[src/core/ccwd_defs.svh]
// Constants for the converter command word decoder
`ifndef CCWD_DEFS_SVH
`define CCWD_DEFS_SVH
`define CCWD_WORD_W     16
`define CCWD_PD_W       16
`define CCWD_SEL_W      3
`define CCWD_NFUNC      4
`define CCWD_B_SWON     0
`define CCWD_B_BRK      1
`define CCWD_B_QSTOP    2
`define CCWD_B_START    3
`define CCWD_B_PRECHG   4
`define CCWD_B_RES5     5
`define CCWD_B_RES6     6
`define CCWD_B_EVRST    7
`define CCWD_B_RES8     8
`define CCWD_B_RES9     9
`define CCWD_B_DVALID   10
`define CCWD_B_WDOG     11
`define CCWD_B_DIN_LO   12
`define CCWD_B_DIN_HI   15
`define CCWD_S_FBCTL    9
`define CCWD_S_WDOG     15
`define CCWD_CMD_RST    16'h0000
`define CCWD_PD_RST     16'h0000
`define CCWD_STAT_RST   16'h0000
`define CCWD_SEL_NONE   3'h0
`endif

[src/core/ccwd_pkg.sv]
// Types for the converter command word decoder
`default_nettype none
`include "ccwd_defs.svh"
package ccwd_pkg;
  typedef enum logic [3:0] {
    CCWD_IDLE   = 4'h1,
    CCWD_PRECHG = 4'h2,
    CCWD_CLOSE  = 4'h4,
    CCWD_RUN    = 4'h8
  } ccwd_seq_t;

  typedef struct packed {
    logic precharge_req;
    logic breaker_close_permit;
    logic breaker_close_req;
    logic breaker_open_req;
    logic run_req;
    logic quick_stop_act;
    logic event_reset;
  } ccwd_ctl_t;

  typedef struct packed {
    logic [`CCWD_WORD_W-1:0] cmd;
    logic [`CCWD_PD_W-1:0]   pd;
    ccwd_seq_t               seq;
    ccwd_ctl_t               ctl;
    logic [`CCWD_WORD_W-1:0] status;
  } ccwd_state_t;
endpackage : ccwd_pkg
`default_nettype wire

[src/core/ccwd_src_sel.sv]
// Activation source selector for one function input
`timescale 1ns/1ps
`default_nettype none
`include "ccwd_defs.svh"
module ccwd_src_sel (
  // Remote inputs
  input  wire logic [3:0]             din,
  // Source code: 0 none, 1..4 remote input 1..4
  input  wire logic [`CCWD_SEL_W-1:0] sel,
  // Activation
  output logic                        act
);
  always_comb begin
    act = 1'b0;
    if (sel != `CCWD_SEL_NONE && sel <= 3'h4) begin
      act = din[2'(sel - 3'h1)];
    end
  end
endmodule : ccwd_src_sel
`default_nettype wire

[src/core/ccwd_decoder.sv]
// Converter command word decoder top
`timescale 1ns/1ps
`default_nettype none
`include "ccwd_defs.svh"
// Functional notes
// - Bit0 low blocks precharge, close, run; opens breaker
// - Bit1 low blocks breaker close and running
// - Bit2 low activates quick stop
// - Bit3 low stops unit or aborts startup
// - Bit3 high: precharge, close breaker, then run; without ownership go straight to run
// - Bit4 starts or stops DC-link precharge
// - Bit7 high clears warnings and faults
// - Bit10 low keeps last valid process data
// - Bit10 high accepts new process data
// - Bits 0-4 and 7 honoured only under fieldbus control place; bits 10-15 act regardless
// - Bit11 echoed to status watchdog feedback
// - Bits12-15 are selectable remote digital inputs
// - Precharge and breaker effects need converter ownership
// - Status bit15 reports received watchdog level
// - Status bit9 shows fieldbus control place
module ccwd_decoder
  import ccwd_pkg::*;
#(
  parameter int NFUNC = `CCWD_NFUNC
) (
  // Clock, reset, enable
  input  wire logic                          core_clk,
  input  wire logic                          sys_rst,
  input  wire logic                          clk_en,
  // Process data from the fieldbus controller
  input  wire logic                          cmd_wr,
  input  wire logic [`CCWD_WORD_W-1:0]       cmd_word,
  input  wire logic [`CCWD_PD_W-1:0]         pd_in,
  // Configuration and converter feedback
  input  wire logic                          remote_control_place_flag,
  input  wire logic                          gcu_owns_breaker,
  input  wire logic                          precharge_done,
  input  wire logic                          breaker_closed,
  input  wire logic [NFUNC*`CCWD_SEL_W-1:0]  func_src_sel,
  // Commands to the sequencing logic
  output ccwd_ctl_t                          ctl,
  output logic [`CCWD_PD_W-1:0]              pd_out,
  output logic [`CCWD_WORD_W-1:0]            status_word,
  output logic [3:0]                         remote_din,
  output logic [NFUNC-1:0]                   func_act
);
  ccwd_state_t r_q;
  ccwd_state_t r_d;
  logic        fb;
  logic        own;
  logic        b_swon;
  logic        b_brk;
  logic        b_qs_n;
  logic        b_start;
  logic        b_pre;
  logic        start_ok;

  assign fb       = remote_control_place_flag;
  assign own      = gcu_owns_breaker;
  assign b_swon   = r_q.cmd[`CCWD_B_SWON];
  assign b_brk    = r_q.cmd[`CCWD_B_BRK];
  assign b_qs_n   = r_q.cmd[`CCWD_B_QSTOP];
  assign b_start  = r_q.cmd[`CCWD_B_START];
  assign b_pre    = r_q.cmd[`CCWD_B_PRECHG];
  assign start_ok = fb && b_swon && b_qs_n && b_start;

  always_comb begin
    r_d = r_q;
    if (cmd_wr) begin
      r_d.cmd = cmd_word;
      if (cmd_word[`CCWD_B_DVALID]) begin
        r_d.pd = pd_in;
      end
    end
    // Without bit10 the held process data stays untouched
    if (!start_ok) begin
      r_d.seq = CCWD_IDLE;
    end else begin
      unique case (r_q.seq)
        CCWD_IDLE: begin
          if (own) begin
            r_d.seq = CCWD_PRECHG;
          end else if (b_brk) begin
            r_d.seq = CCWD_RUN;
          end
        end
        CCWD_PRECHG: begin
          if (precharge_done && b_brk) begin
            r_d.seq = CCWD_CLOSE;
          end
        end
        CCWD_CLOSE: begin
          if (!b_brk) begin
            r_d.seq = CCWD_PRECHG;
          end else if (breaker_closed) begin
            r_d.seq = CCWD_RUN;
          end
        end
        CCWD_RUN: begin
          if (!b_brk) begin
            r_d.seq = CCWD_IDLE;
          end
        end
        default: r_d.seq = CCWD_IDLE;
      endcase
    end
    // Bits 5, 6, 8 and 9 take no part in the decode
    r_d.ctl.precharge_req = own && fb && b_swon && b_pre
                            && (r_q.seq == CCWD_PRECHG || r_q.seq == CCWD_IDLE);
    r_d.ctl.breaker_close_permit = own && fb && b_swon && b_brk;
    r_d.ctl.breaker_close_req = own && fb && b_swon && b_brk
                                && (r_q.seq == CCWD_CLOSE || r_q.seq == CCWD_RUN);
    r_d.ctl.breaker_open_req = own && fb && (!b_swon || !b_brk);
    r_d.ctl.run_req = start_ok && b_brk && r_q.seq == CCWD_RUN;
    r_d.ctl.quick_stop_act = fb && !b_qs_n;
    r_d.ctl.event_reset = fb && r_q.cmd[`CCWD_B_EVRST];
    r_d.status = `CCWD_STAT_RST;
    r_d.status[`CCWD_S_WDOG] = r_q.cmd[`CCWD_B_WDOG];
    r_d.status[`CCWD_S_FBCTL] = fb;
  end

  always_ff @(posedge core_clk) begin
    if (sys_rst) begin
      r_q.cmd    <= `CCWD_CMD_RST;
      r_q.pd     <= `CCWD_PD_RST;
      r_q.seq    <= CCWD_IDLE;
      r_q.ctl    <= '0;
      r_q.status <= `CCWD_STAT_RST;
    end else if (clk_en) begin
      r_q <= r_d;
    end
  end

  assign ctl         = r_q.ctl;
  assign pd_out      = r_q.pd;
  assign status_word = r_q.status;
  assign remote_din  = r_q.cmd[`CCWD_B_DIN_HI:`CCWD_B_DIN_LO];

  genvar gi;
  generate
    for (gi = 0; gi < NFUNC; gi++) begin : g_fsel
      ccwd_src_sel u_sel (
        .din (remote_din),
        .sel (func_src_sel[gi*`CCWD_SEL_W +: `CCWD_SEL_W]),
        .act (func_act[gi])
      );
    end
  endgenerate
endmodule : ccwd_decoder
`default_nettype wire

[config.mk]
export PLATFORM = sky130hd
export DESIGN_NAME = ccwd_decoder
export DESIGN_NICKNAME = d
export VERILOG_FILES = /design/src/core/ccwd_pkg.sv /design/src/core/ccwd_src_sel.sv /design/src/core/ccwd_decoder.sv
export VERILOG_INCLUDE_DIRS = /design/src /design/src/core
export SDC_FILE = /design/constraint.sdc
export NUM_CORES = 1
export LEC_CHECK = 0
export ABC_CLOCK_PERIOD_IN_PS = 2200
export CELL_PAD_IN_SITES_DETAIL_PLACEMENT = 0
export CELL_PAD_IN_SITES_GLOBAL_PLACEMENT = 1
export CORE_MARGIN = 4
export CORE_UTILIZATION = 40
export CTS_BUF_LIST = sky130_fd_sc_hd__clkbuf_16
export CTS_CLUSTER_SIZE = 24
export DETAILED_ROUTE_END_ITERATION = 10
export DONT_BUFFER_PORTS = 1
export GPL_TIMING_DRIVEN = 0
export PLACE_DENSITY = 0.79
export SLEW_MARGIN = 20
export SYNTH_ARGS = -nofsm -noshare
export SYNTH_HDL_FRONTEND = slang
export SYNTH_SLANG_ARGS = --single-unit
[constraint.sdc]
create_clock -name core_clk -period 2.2 [get_ports core_clk]
set_input_delay 0.22 -clock core_clk [delete_from_list [all_inputs] [get_ports core_clk]]
set_output_delay 0.22 -clock core_clk [all_outputs]
set_load 0.005 [all_outputs]
# Word level (Yosys, flattened, before mapping)
# Cells that the tools add are included.
# totals
regBits	45
in_bits	52
output_inout_bits	47
elab_cells	83
# classes
add_sub_neg	4
order_cmp	8
eq_ne	8
mux	20
n_reduce_logical	32
# ops
cell	n
4-bit two-way mux	7
1-bit logical AND	19
4-bit case mux with 4 select lines	1
3-bit <= comparator (second input constant)	4
2-bit by 3-bit < comparator with 1-bit output (second input constant)	4
3-bit nonzero test	4
1-bit binary-select mux with 2-bit select	4
1-bit two-way mux	8
4-bit != test (second input constant)	2
2-bit by 1-bit subtractor with 2-bit output (second input constant)	4
3-bit != test (second input constant)	2
5-bit AND reduction	1
4-bit by 1-bit == test with 1-bit output (second input constant)	1
4-bit by 2-bit == test with 1-bit output (second input constant)	1
4-bit by 3-bit == test with 1-bit output (second input constant)	1
4-bit == test (second input constant)	1
1-bit logical NOT	3
1-bit logical OR	3
3-bit AND reduction	1
2-bit AND reduction	1

# Longest topological paths before layout
# logic_depth
ltp_word	5
mapped_depth	6
mapped_depth_nobuf	5

# Cells and area by module
# A second synthesis with hierarchy kept.
# unflattened
hier_cells	273
area_unflattened_um2	2197.1
# by_module_without_submodules
module	n_inst	cells_per_inst	area_each_um2	seq_area_each_um2
ccwd_decoder	1	249	1966.9	800.8
ccwd_src_sel	4	6	57.6	0.0

# Worst setup path before layout
# No wires, ideal clock.
# synth_timing
path_kind	reg2reg
from	register r_q[26] (netlist name)
to	register r_q[24] (netlist name)
setup_ns	0.069
arrival_time_ns	1.446
required_time_ns	2.131
path_slack_ns	0.685
stages_incl_launch_ff	7
n_path_buf	1
period_less_slack_ns	1.515
cell_sequence	dfxtp_1 buf_4 and3b_1 a31oi_1 o31ai_1 or4_1 o21ai_1
# synth_between
elab_chain_len	3
word_cells_on_any_way	11
classes_between	8 x eq/ne; 2 x mux; 1 x reduce/logical
# synth_rtl
element	line_no	source
start, declared	ccwd_decoder.sv:47	ccwd_state_t r_q;
start signal, assigned	ccwd_decoder.sv:130	r_q <= r_d;
4-bit by 3-bit == test with 1-bit output, or another cell as far along	ccwd_decoder.sv:79	unique case (r_q.seq)
4-bit != test (no source line), or another cell as far along	n/a	
5-bit AND reduction (no source line) / 4-bit two-way mux (equally long branches)	n/a	
# Several ways; a longest one is shown, not always the timed one.
# A chain may end at the register's enable or synchronous reset.

# Worst setup path after layout
# layout_timing
from	register r_q[24] (netlist name)
to	register r_q[24] (netlist name)
# The elaborated chain is that of the path after synthesis.

==> flow_summary.yaml <==
sta:
  final-hold-violation-count: 0
  fin_hold_ws_ns: 0.0749
  relSlewSlack: 0.648
  grt_setup_unrepaired: "false"
  clock-skew-final_ns: 0.00192
  fin_crit_ns: 1.70
  setup_tns_ns: 0
  period_share: 0.771
  worst_slew_pin_slew_ns: 0.528
  timing.fmax_ghz: 0.590
  slew_violations: 0
  setup_viol: 0
  worst_slack_ns: 0.505
detailed_routing:
  drc: 0
  drt-total-wl_mm: 5.13
  routed_via_density: 4.79
  wire_per_inst_um: 13.6
  drtAntennaViolNets: 0
  num_vias: 1809
  firstDrtPassIters: 4
  drt_iter0_drc: 144
synthesis:
  ys_warn_count: 0
  ys_types: 43
  synth_async_sr_flop_share: 0
  synth_flop_cell: "dfxtp_1"
  ys_seq_elements: 40
  syn_avg_cell_area_um2: 7.91
  yosysSeqAreaShare: 0.354
  synth_edf_count: 0
  synthCells: 286
  synth_area_mm2: 0.00226
hold_path:
  hold_class: "in2reg"
  hold_depth: 2
layout:
  layout_common_cells: "nand2_1 (67), buf_4 (49), dfxtp_1 (40)"
  multiInputGateArea_mm2: 0.00103
  seq_area_um2: 801
  area_delta_synth_final_pct: 12.1
  final_common_cell: "nand2_1"
  diodes: 0
  fillers: 575
  final_layout_size_suffix_gt1_frac: 0.219
  nets: 362
  fin_util: 0.461
place:
  place_hpwl_mm: 3.89
  dpl_worst_slack_ns: 0.546
  gp_congestion: 0.894
  portBuffers: 0
floorplan:
  die_area_mm2: 0.00693
  die_w_um: 83.2
  core_mm2: 0.00551
  num_rows: 27
  initial_utilization: 0.411
  io-pin-count: 99
  die_h_um: 83.2
clocking:
  cts_resized: 0
  cts_hold_buf: 0
  cts_buffers: 5
  tritoncts: "done"
  htreeDepth: 2
  insertion_delay_ns: 0.27
  postCtsSetupBuffers: 0
  cts.sinks: 40
  clk_path_buf_depth: 2
  cts.reportedPaths.clkPinSlew_ns: 0.06
  cts-root-buf: "clkbuf_16"
global_route:
  globalRouteOverflowTotal: 0
  grt_max_degree: 12
  grt_pass1_vias: 1785
  antenna_found_initial: 0
  grt_usage: 0.150
  grt_pass1_wl_mm: 8.56
worst_setup_path:
  worst_r2r_path_depth: 5
  endpoint_kind: "flop"
  required_ns: 2.41
  crit_type: "reg2reg"
  cp_max_fo: 8
  rrSetupSlack_ns: 0.50
  cp.arrival_ns: 1.91
  crit_path_start_kind: "flop"
flow_run:
  maxCapViolCount: 0
power_and_ir_drop:
  ir_worst_vdd_uv: 423
  p_per_area_mw_per_mm2: 638
  leakagePower_uw: 0.00107
run_status:
  status: "finished, final reports clean"
-- through the flow --
stage	power, µW	area (µm²)	instances
global placement	953	2400	371
CTS	1640	2540	378
detailed placement	956	2400	371
floorplan	925	2310	299
finish	1620	2540	378
global route	1700	2540	378
-- cells by family (layout without fill, tap and decap cells) --
family,Yosys count,in the layout,synth area share
simple gates,109,109,0.226
buf+inv,73,80,0.213
compound gates,48,48,0.116
flops,40,40,0.354
xor+xnor,6,6,0.0232
mux,5,5,0.0442
fa+ha+maj,4,4,0.0221
other cells,1,14,0.00166
-- state kept, by name (all words and copies together) (netlist names) --
register,flops
ctl,7
r_d,1
b_swon,1
status_word,2
r_q,5
b_qs_n,1
b_pre,1
b_brk,1
remote_din,4
b_start,1
pd_out,16
-- cells in the mapped netlist, types with 2 or more instances --
| cell type | count | share of area |
|---|---|---|
| a21oi_1 | 36 | 0.080 |
| a31oi_1 | 2 | 0.0055 |
| and2_1 | 5 | 0.014 |
| buf_2 | 2 | 0.0044 |
| buf_4 | 49 | 0.16 |
| buf_6 | 3 | 0.015 |
| clkbuf_1 | 9 | 0.015 |
| dfxtp_1 | 40 | 0.35 |
| ha_1 | 4 | 0.022 |
| inv_1 | 9 | 0.015 |
| mux4_2 | 4 | 0.040 |
| nand2_1 | 67 | 0.11 |
| nand2b_1 | 2 | 0.0055 |
| nand3_1 | 3 | 0.0066 |
| nand4_1 | 4 | 0.011 |
| nor2_1 | 11 | 0.018 |
| nor3_1 | 3 | 0.0066 |
| nor4b_1 | 2 | 0.0077 |
| o21ai_1 | 2 | 0.0044 |
| o31ai_1 | 2 | 0.0066 |
| xnor2_1 | 5 | 0.019 |
-- cell type report --
cell class,count,area share
buffer,63,0.176
clock buffer,5,0.0493
clock inverter,2,0.00345
inverter,10,0.0148
multi-input combinational,186,0.406
sequential,40,0.316
tap,72,0.0355
-- path summary, 6_finish.rpt --
path	start	end
setup / recovery	r_q[24]$_SDFFE_PP0P_	r_q[24]$_SDFFE_PP0P_
hold / removal	pd_in[4]	pd_out[4]$_SDFFE_PP0P_
setup reg to reg	r_q[24]$_SDFFE_PP0P_	r_q[24]$_SDFFE_PP0P_
hold reg to reg	pd_out[14]$_SDFFE_PP0P_	pd_out[14]$_SDFFE_PP0P_
-- worst max-delay path, cell delays in order, from the launching register on --
cell     delay, ns
dfxtp_1       0.46
and3b_1       0.22
a31oi_1       0.19
o31ai_1       0.15
or4_1         0.53
o21ai_1       0.08
-- per-layer routing --
metal	vias up	part of all wire	global-route usage	routed length, µm
li1	925	-	-	-
met1	808	0.43	0.180	2200
met2	69	0.46	0.239	2360
met3	7	0.098	0.0714	501
met4	0	0.013	0.0386	67
met5	-	0	0	0
-- power by group --
part           leakage [µW]  switching, µW  internal [µW]  total, µW
logic              0.000670           84.8           91.5        176
clock network     0.0000709            273            407        681
registers          0.000325           15.1            747        762
Power figures use the tool's default switching activity.
